--- src/pdma_pkg.sv ---
package pdma_pkg;
	localparam int addr_width = 18;
	localparam int data_width = 16;
	localparam int count_width = 16;
	// Sequencer states; the numbers are the documented state numbers
	typedef enum logic [2:0] {
		st_idle = 3'h0,
		st_grab = 3'h1,
		st_fetch = 3'h2,
		st_bump = 3'h3,
		st_wait_ctl = 3'h4,
		st_taken = 3'h5,
		st_wait_rel = 3'h6,
		st_done = 3'h7
	} seq_state_t;
	localparam logic [addr_width-1:0] addr_step = 18'h00002;
	localparam logic [count_width-1:0] count_step = 16'h0001;
	localparam logic [addr_width-1:0] addr_reset = 18'h00000;
	localparam logic [count_width-1:0] count_reset = 16'h0000;
	// Input-complete trap address, 000120 octal
	localparam logic [data_width-1:0] in_trap_addr = 16'h0050;
	localparam int taken_pulse_ns = 150;
	localparam int clk_period_ns = 20;
	localparam int taken_pulse_cycles = (taken_pulse_ns + clk_period_ns - 1) / clk_period_ns;
	localparam logic [3:0] taken_pulse_len = 4'(taken_pulse_cycles);
	// Leading words of a multi-word input message, in order
	localparam logic [1:0] lead_header = 2'h0;
	localparam logic [1:0] lead_address = 2'h1;
	localparam logic [1:0] lead_count = 2'h2;
	localparam logic [1:0] lead_words = 2'h3;
endpackage : pdma_pkg

--- src/pdma_link_if.sv ---
`timescale 1ns/1ps
`default_nettype none
interface pdma_link_if;
	import pdma_pkg::*;
	logic [data_width-1:0] host_in_data;
	logic host_word_avail;
	logic word_taken_pulse;
	logic host_in_ctl;
	modport dev (output host_in_data, output host_word_avail, output word_taken_pulse,
		input host_in_ctl);
	modport host (input host_in_data, input host_word_avail, input word_taken_pulse,
		output host_in_ctl);
endinterface : pdma_link_if
`default_nettype wire

--- src/pdma_dev.sv ---
`timescale 1ns/1ps
`default_nettype none
// Functional notes
// Message opens header, address, then count
// Leading words use single-word handshake
// Write-address command loads memory address register
// Processor supplies top address bits via status
// Count written as two's complement; nonzero flag
// Go bit: state 0 to 1, request bus
// State 2 drives address, routes read data
// Memory acknowledge raises word-available
// Leaving state 2: address plus two, count plus one
// State 4 waits for host control
// Control: state 5, taken pulse, drop avail
// State 6 waits for host release
// Release with count nonzero: back to 1
// Release with count zero: go to 7
// State 7 interrupts, returns to idle
// Host asserts control only when ready
// Interrupt only when enabled, trap 000120 octal
// Bus reset idles, releases bus, drops avail
module pdma_dev
	import pdma_pkg::*;
(
	input wire logic core_clk_i,
	input wire logic rst_i,
	pdma_link_if.dev link,
	input wire logic [data_width-1:0] proc_data_bus_i,
	input wire logic wr_addr_i,
	input wire logic wr_count_i,
	input wire logic wr_status_i,
	input wire logic wr_data_i,
	input wire logic dma_in_go_i,
	input wire logic ext_addr_lo_bit_i,
	input wire logic ext_addr_hi_bit_i,
	input wire logic in_irq_enable_i,
	input wire logic word_avail_bit_i,
	input wire logic bus_grant_i,
	input wire logic mem_ack_i,
	input wire logic [data_width-1:0] mem_rdata_i,
	input wire logic irq_ack_i,
	output logic bus_req_o,
	output logic mem_rd_o,
	output logic [addr_width-1:0] proc_addr_bus_o,
	output logic count_nonzero_o,
	output logic busy_o,
	output logic irq_o,
	output logic [data_width-1:0] trap_addr_o,
	output logic [2:0] state_o
);
	typedef struct packed {
		seq_state_t st;
		logic [addr_width-1:0] addr;
		logic [count_width-1:0] count;
		logic [data_width-1:0] out_data;
		logic avail;
		logic taken;
		logic [3:0] taken_cnt;
		logic bus_req;
		logic mem_rd;
		logic irq;
		logic irq_en;
		logic dma;
		logic ctl_s1;
		logic ctl_s2;
		logic count_nz;
		logic busy;
		logic [data_width-1:0] trap;
	} dev_state_t;

	dev_state_t r, nxt;

	always_comb begin
		nxt = r;
		nxt.ctl_s1 = link.host_in_ctl;
		nxt.ctl_s2 = r.ctl_s1;
		if (r.irq && irq_ack_i) begin
			nxt.irq = 1'b0;
		end
		// --------------------------------------------------
		// Processor register writes
		// --------------------------------------------------
		if (wr_addr_i) begin
			nxt.addr[data_width-1:0] = proc_data_bus_i;
		end
		if (wr_count_i) begin
			nxt.count = proc_data_bus_i;
		end
		if (wr_data_i) begin
			nxt.out_data = proc_data_bus_i;
		end
		if (wr_status_i) begin
			nxt.addr[addr_width-1:data_width] = {ext_addr_hi_bit_i, ext_addr_lo_bit_i};
			nxt.irq_en = in_irq_enable_i;
			if (r.st == st_idle && dma_in_go_i) begin
				nxt.st = st_grab;
				nxt.bus_req = 1'b1;
				nxt.dma = 1'b1;
			end else if (r.st == st_idle && word_avail_bit_i) begin
				// Single-word path carries the three leading words
				nxt.avail = 1'b1;
				nxt.dma = 1'b0;
				nxt.st = st_wait_ctl;
			end
		end
		// Pulse length rounds the minimum width up to whole cycles
		if (r.taken_cnt != 4'h0) begin
			nxt.taken_cnt = r.taken_cnt - 4'h1;
			nxt.taken = (r.taken_cnt != 4'h1);
		end
		// --------------------------------------------------
		// Sequencer
		// --------------------------------------------------
		case (r.st)
			st_idle: begin
			end
			st_grab: begin
				// Keep asking until granted; another master may hold the bus
				nxt.bus_req = 1'b1;
				if (bus_grant_i) begin
					nxt.st = st_fetch;
					nxt.mem_rd = 1'b1;
				end
			end
			st_fetch: begin
				if (mem_ack_i) begin
					nxt.out_data = mem_rdata_i;
					nxt.avail = 1'b1;
					nxt.mem_rd = 1'b0;
					nxt.bus_req = 1'b0;
					nxt.st = st_bump;
				end
			end
			st_bump: begin
				nxt.addr = r.addr + addr_step;
				nxt.count = r.count + count_step;
				nxt.st = st_wait_ctl;
			end
			st_wait_ctl: begin
				// Host raises control only once it can take the word
				if (r.ctl_s2) begin
					nxt.st = st_taken;
					nxt.taken = 1'b1;
					nxt.taken_cnt = taken_pulse_len;
					nxt.avail = 1'b0;
				end
			end
			st_taken: begin
				nxt.st = st_wait_rel;
			end
			st_wait_rel: begin
				// Single-word transfers also finish through state 7
				if (!r.ctl_s2) begin
					if (r.dma && r.count != count_reset) begin
						nxt.st = st_grab;
						nxt.bus_req = 1'b1;
					end else begin
						nxt.st = st_done;
					end
				end
			end
			st_done: begin
				if (r.irq_en) begin
					nxt.irq = 1'b1;
				end
				nxt.dma = 1'b0;
				nxt.st = st_idle;
			end
			default: begin
				nxt.st = st_idle;
			end
		endcase
		if (rst_i) begin
			nxt = '0;
			nxt.st = st_idle;
			nxt.addr = addr_reset;
			nxt.count = count_reset;
		end
		// --------------------------------------------------
		// Registered status outputs
		// --------------------------------------------------
		// Taken from the next value so the flags never lag the state
		nxt.count_nz = (nxt.count != count_reset);
		nxt.busy = nxt.avail || (nxt.st != st_idle);
		nxt.trap = in_trap_addr;
	end

	always_ff @(posedge core_clk_i) begin
		r <= nxt;
	end

	// --------------------------------------------------
	// Outputs
	// --------------------------------------------------
	assign link.host_in_data = r.out_data;
	assign link.host_word_avail = r.avail;
	assign link.word_taken_pulse = r.taken;
	assign bus_req_o = r.bus_req;
	assign mem_rd_o = r.mem_rd;
	assign proc_addr_bus_o = r.addr;
	assign count_nonzero_o = r.count_nz;
	assign busy_o = r.busy;
	assign irq_o = r.irq;
	assign trap_addr_o = r.trap;
	assign state_o = r.st;
endmodule : pdma_dev
`default_nettype wire

--- src/flat_wrapper.sv ---
// flat-port wrapper written by rule: the top's interface ports become plain ports
module pdma_dev_flat import pdma_pkg::*;
  (core_clk_i, rst_i, proc_data_bus_i, wr_addr_i, wr_count_i, wr_status_i, wr_data_i, dma_in_go_i, ext_addr_lo_bit_i, ext_addr_hi_bit_i, in_irq_enable_i, word_avail_bit_i, bus_grant_i, mem_ack_i, mem_rdata_i, irq_ack_i, bus_req_o, mem_rd_o, proc_addr_bus_o, count_nonzero_o, busy_o, irq_o, trap_addr_o, state_o, link_host_in_data, link_host_word_avail, link_word_taken_pulse, link_host_in_ctl);
  pdma_link_if link_i ();
  input wire logic core_clk_i;
  input wire logic rst_i;
  input wire logic [data_width-1:0] proc_data_bus_i;
  input wire logic wr_addr_i;
  input wire logic wr_count_i;
  input wire logic wr_status_i;
  input wire logic wr_data_i;
  input wire logic dma_in_go_i;
  input wire logic ext_addr_lo_bit_i;
  input wire logic ext_addr_hi_bit_i;
  input wire logic in_irq_enable_i;
  input wire logic word_avail_bit_i;
  input wire logic bus_grant_i;
  input wire logic mem_ack_i;
  input wire logic [data_width-1:0] mem_rdata_i;
  input wire logic irq_ack_i;
  output logic bus_req_o;
  output logic mem_rd_o;
  output logic [addr_width-1:0] proc_addr_bus_o;
  output logic count_nonzero_o;
  output logic busy_o;
  output logic irq_o;
  output logic [data_width-1:0] trap_addr_o;
  output logic [2:0] state_o;
  output wire logic [$bits(link_i.host_in_data)-1:0] link_host_in_data;
  output wire logic [$bits(link_i.host_word_avail)-1:0] link_host_word_avail;
  output wire logic [$bits(link_i.word_taken_pulse)-1:0] link_word_taken_pulse;
  input wire logic [$bits(link_i.host_in_ctl)-1:0] link_host_in_ctl;
  assign link_host_in_data = link_i.host_in_data;
  assign link_host_word_avail = link_i.host_word_avail;
  assign link_word_taken_pulse = link_i.word_taken_pulse;
  assign link_i.host_in_ctl = link_host_in_ctl;
  pdma_dev u_core (.core_clk_i(core_clk_i), .rst_i(rst_i), .link(link_i), .proc_data_bus_i(proc_data_bus_i), .wr_addr_i(wr_addr_i), .wr_count_i(wr_count_i), .wr_status_i(wr_status_i), .wr_data_i(wr_data_i), .dma_in_go_i(dma_in_go_i), .ext_addr_lo_bit_i(ext_addr_lo_bit_i), .ext_addr_hi_bit_i(ext_addr_hi_bit_i), .in_irq_enable_i(in_irq_enable_i), .word_avail_bit_i(word_avail_bit_i), .bus_grant_i(bus_grant_i), .mem_ack_i(mem_ack_i), .mem_rdata_i(mem_rdata_i), .irq_ack_i(irq_ack_i), .bus_req_o(bus_req_o), .mem_rd_o(mem_rd_o), .proc_addr_bus_o(proc_addr_bus_o), .count_nonzero_o(count_nonzero_o), .busy_o(busy_o), .irq_o(irq_o), .trap_addr_o(trap_addr_o), .state_o(state_o));
endmodule
--- config.mk ---
export PLATFORM = sky130hd
export DESIGN_NAME = pdma_dev_flat
export DESIGN_NICKNAME = d
export VERILOG_FILES = /design/src/pdma_pkg.sv /design/src/pdma_link_if.sv /design/src/pdma_dev.sv /design/src/flat_wrapper.sv
export SDC_FILE = /design/constraint.sdc
export NUM_CORES = 1
export LEC_CHECK = 0
export ABC_AREA = 0
export ABC_CLOCK_PERIOD_IN_PS = 3850
export BUFFER_PORTS_ARGS = -buffer_cell sky130_fd_sc_hd__buf_4
export CAP_MARGIN = 10
export CORE_ASPECT_RATIO = 2
export CORE_UTILIZATION = 38
export CTS_CLUSTER_DIAMETER = 30
export DETAILED_ROUTE_END_ITERATION = 16
export MAX_ROUTING_LAYER = met4
export PLACE_DENSITY = 0.58
export SLEW_MARGIN = 5
export SYNTH_ARGS = -nofsm -noshare
export SYNTH_HDL_FRONTEND = slang
export SYNTH_SLANG_ARGS = --single-unit
--- constraint.sdc ---
create_clock -name core_clk_i -period 3.85 [get_ports core_clk_i]
set_clock_uncertainty 0.15 [all_clocks]
set_input_delay 0.385 -clock core_clk_i [delete_from_list [all_inputs] [get_ports core_clk_i]]
set_output_delay 0.385 -clock core_clk_i [all_outputs]
set_load 0.05 [all_outputs]
[After elaboration in Yosys (flattened, before gate mapping)]
Index checks and enable logic that the tools add are counted.
Storage, ports and cells
  output and inout bits: 60
  logic and storage cells: 85
  flip-flop bits (word level): 68
  input port bits: 47
Cells by class
  multiplexer cells: 38
  reduce and logical (&&, ||, !) cells: 17
  equal/unequal tests: 10
  $add $sub $neg: 3
Operators with widths (count)
  84-bit two-way mux: 1
  16-bit two-way mux: 4
  34-bit two-way mux: 1
  16-bit nonzero test: 2
  3-bit two-way mux: 7
  3-bit one-hot mux with 7 select lines: 1
  18-bit by 2-bit adder with 18-bit output, second input constant: 1
  17-bit two-way mux: 1
  16-bit by 1-bit adder with 16-bit output, second input constant: 1
  5-bit two-way mux: 3
  1-bit two-way mux: 14
  3-bit equality test, second input constant: 4
  2-bit nonzero test: 4
  3-bit by 2-bit equality test with 1-bit output, second input constant: 2
  6-bit two-way mux: 1
  1-bit logical AND: 4
  2-bit two-way mux: 2
  2-bit inequality test, second input constant: 2
  4-bit by 1-bit inequality test with 1-bit output, second input constant: 1
  1-bit one-hot mux with 2 select lines: 2
  4-bit nonzero test: 1
  4-bit by 1-bit subtractor with 4-bit output, second input constant: 1
  3-bit by 1-bit equality test with 1-bit output, second input constant: 1
  3-bit logical NOT: 1
  other kinds (6): 6

[Logic depth before layout (Yosys ltp)]
  depth after elaboration: 10
  mapped depth: 9
  gate-level depth less buffers: 8

[Worst setup path after synthesis]
No wires, ideal clock.
  path type: register to register
  from: reg u_core.r[47] in the netlist's numbering
  to: reg u_core.r (netlist bit u_core.count_nonzero_o)
  library setup time: 0.134 ns
  data arrival time: 1.800 ns
  stages on the path, launching flop included: 8
  slack: 1.766 ns
  required time: 3.566 ns
  period minus slack after synthesis: 2.084 ns
  cells stage by stage: dfxtp_1 > ha_1 > nand3_1 > nor4_1 > xnor2_1 > o21ai_0 > o41ai_2 > nand4b_1
RTL lines
  start, declared: RTL line pdma_dev.sv:71  | dev_state_t r, nxt;
  start signal, assigned: RTL line pdma_dev.sv:189  | r <= nxt;

==> impl_results.md <==
- Synth Instances: 487
- Worst Path Class, Setup: reg -> reg
- Tcrit/Tclk final: 73.5%
- Max_cap viols: 0
- Leak: 1.94 nW
- # setup viols final: 0
- Grt peak-use layer: met2
- Drt pass-1 iters: 4
- Worst path cell trace: nand3b_4 -> nor4_1 -> nand3b_1 -> a31oi_1 -> nor4_1 -> nand4b_1
- EDFF count, synth: 0
- DIE AREA: 11100 sq um
- Buffers and inverters on the worst path: 0
- WL final: roughly 12 mm
- CP Max Fanout: 43
- Seq/Total Area, Yosys: 33.6%
- FF+latch count, synth: 68
- Crit start category: flip-flop
- Die Height: between 100 and 150 microns
- GR met1 Demand/Resource: roughly 23%
- Via Count: roughly 3800
- Hold Crit Class: in -> reg
- CTS Sinks: 68
- Core ar.: between 10000 and 15000 sq um
- Least-Margin Pin Slew: 0.955 ns
- RSZ-0062 raised after global routing: no
- Final hold slack: 0.112 ns
- Headroom to the max-slew limit: ~36%
- Met3 Use GR: 4.02%
- Synth Flop Type: dfxtp_1
- Starting Density: 38.9%
- Vias in the first global route: 3535
- Run status: completed
- Gr ovfl total: 0
- Antenna violations before repair: 0
- Async S/R FF share, synth: 0%
- CTS max path bufs: 2
- Slew Viols, Final: 0
- Max Clock Freq: 0.353 GHz
- Drt initial violations: 148
- Setup Fix Bufs, Post-CTS: 0
- Cells after DPL: 650
- Chip Width: 75.0 microns
- Required time worst endpoint: 3.89 ns
- Yosys synthesis warning count: 0
- Avg Inst Size Synth: 8.32 sq um
- Fillers: around 1100
- Final Instance Count excl. Fillers: around 670
- Worst-path clk slew: about 0.05 ns
- Post-place setup slack: 1.09 ns
- Unique masters post-synth: 64
- First-pass GRT wire length: 18.3 mm
- Delay-heaviest family, CP: simple AND/OR/NAND/NOR gates
- Nets@finish: roughly 580
- Peak VDD IR: 0.544 mV
- Grt met2 use: around two fifths
- Area Growth Syn to Fin: 15.9%
- Share of cells above drive strength 1: 22.5%
- Cts bufs inserted: 9
- # resized after CTS: 0
- Slowest CP cell: dfxtp_1
- Clock Tree Root: clkbuf_16
- H-tree depth: 3
- Most Frequent Cell on Critical Path: nor4_1
- Worst endpoint data arrival time: 2.87 ns
- Post-layout worst setup margin: 1.02 ns
- Diode count: 0
- Hold-fix buffers, CTS: 0
- WL per Instance: between 15 and 20 microns
- GRT Total Usage: 23.1%
- Crit path capture type: flip-flop
- Fin. Hold Viols: 0
- Cell Area, Synth: 4050 sq um
- Pwr per Cell Area: 612 nW/um^2
- Fin crit period: about 2.8 ns
- Final Util: a little under half
- # rows: 53
- Detail Placement HPWL: roughly 8.7 mm
- DRC viols: 0
- Largest net degree at the start of global routing: 56
- Vias per cell: approximately 5.6
- Routability Congestion: 0.935
- Slowest cell delay on critical path: between 0.7 and 0.8 ns
- Post-route ant nets: 0
- Ports: 107
- TritonCTS clock tree: built
- Fin Setup TNS: 0 ns
- IO buf count: 90
- Clk Latency, worst-skew pair: 0.33 ns
[per-stage QoR]
step / power [mW] / cell area (sq um)
2_1_floorplan: 1.87 / 4100
3_5_place_dp: 2.06 / 4400
5_1_grt: 3.03 / 4700
3_3_place_gp: 2.04 / 4400
4_1_cts: 2.89 / 4700
6_report: 2.87 / 4700
[worst reg2reg max path, stage by stage (launching register included)]
cell      delay (ns)
dfxtp_1         0.72
nand3b_4        0.52
nor4_1          0.48
nand3b_1        0.16
a31oi_1         0.11
nor4_1          0.40
nand4b_1        0.15
[final cells by class]
type	count	area, sq um	share of cell area, %
repair buffers	92	691	14.7
multi-input cells	341	2140	45.5
well taps	137	171	3.65
clock inverters	6	63.8	1.36
clock buffers	10	229	4.87
flip-flops and latches	68	1360	29.0
inverters	12	45.0	0.959
[cell usage in the layout (no fill, tap or decap), types with 4 or more instances in the layout]
cell type	synthesis	layout
nor3_1	15	15
clkbuf_16	0	9
nor4_1	11	11
ha_1	5	5
dfxtp_1	68	68
buf_4	55	92
nor2_1	52	52
conb_1	2	16
o21ai_0	21	21
a211oi_1	31	31
nand4_1	6	6
nand2b_1	4	4
a21oi_1	23	23
and2_1	5	5
a221oi_1	5	5
nand2_1	31	31
inv_1	12	12
o211ai_1	5	5
nand3_1	11	11
a31oi_1	9	9
or3_1	4	4
nor2b_1	5	5
mux2i_1	21	21
xnor2_1	4	4
[logic make-up (layout without fill, tap and decap cells)]
kind of cell	after synthesis	after routing	share of synthesized area [%]
simple gates	172	172	22.5
compound gates	121	121	20.7
buf+inv	92	120	15.0
flops	68	68	33.6
mux	22	22	5.47
fa+ha+maj	5	5	1.54
xor+xnor	5	5	1.08
other cells	2	16	0.185
[routing by layer]
metal	routed length, microns	up-vias	share of wire, %
met3	505	26	4.2
li1	-	1798	-
met2	6610	133	55
met4	573	0	4.8
met5	0	-	0
met1	4280	1798	36
[flip-flops by register name (all words and copies together), names as in the netlist, 3 cells and up, named ones only]
register                  flops
u_core.link.host_in_data     16
u_core.r                     24
u_core.proc_addr_bus_o       17
u_core.state_o                3
[Yosys cell counts, drive strengths merged (6+ instances only)]
master / number / area [sq um]
dfxtp: 68 / 1360
buf: 63 / 458
nor2: 52 / 195
a211oi: 31 / 233
nand2: 31 / 116
a21oi: 23 / 115
mux2i: 21 / 210
o21ai: 21 / 105
clkbuf: 17 / 104
nor3: 15 / 75.1
nor4: 13 / 93.8
inv: 12 / 45.0
nand3: 12 / 65.1
a31oi: 9 / 56.3
nand4: 8 / 62.6
and2: 6 / 37.5
[worst paths after layout]
path / from / end / slack, ns / cells past startpoint
worst min-delay path: link_host_in_ctl / u_core.r[19] / 0.11 / 2
worst min register to register: u_core.r[19] / u_core.r[18] / 0.29 / 1
worst max register to register: u_core.state_o[1] / u_core.count_nonzero_o / 1.02 / 6
worst max-delay path: u_core.state_o[1] / u_core.count_nonzero_o / 1.02 / 6
[power breakdown]
part	internal [mW]	leakage, nW	total [mW]	switching (mW)
Combinational	0.368	1.23	1.06	0.687
Clock	0.501	0.139	0.823	0.322
Sequential	0.831	0.562	0.996	0.165
Power figures use the tool's default switching activity.
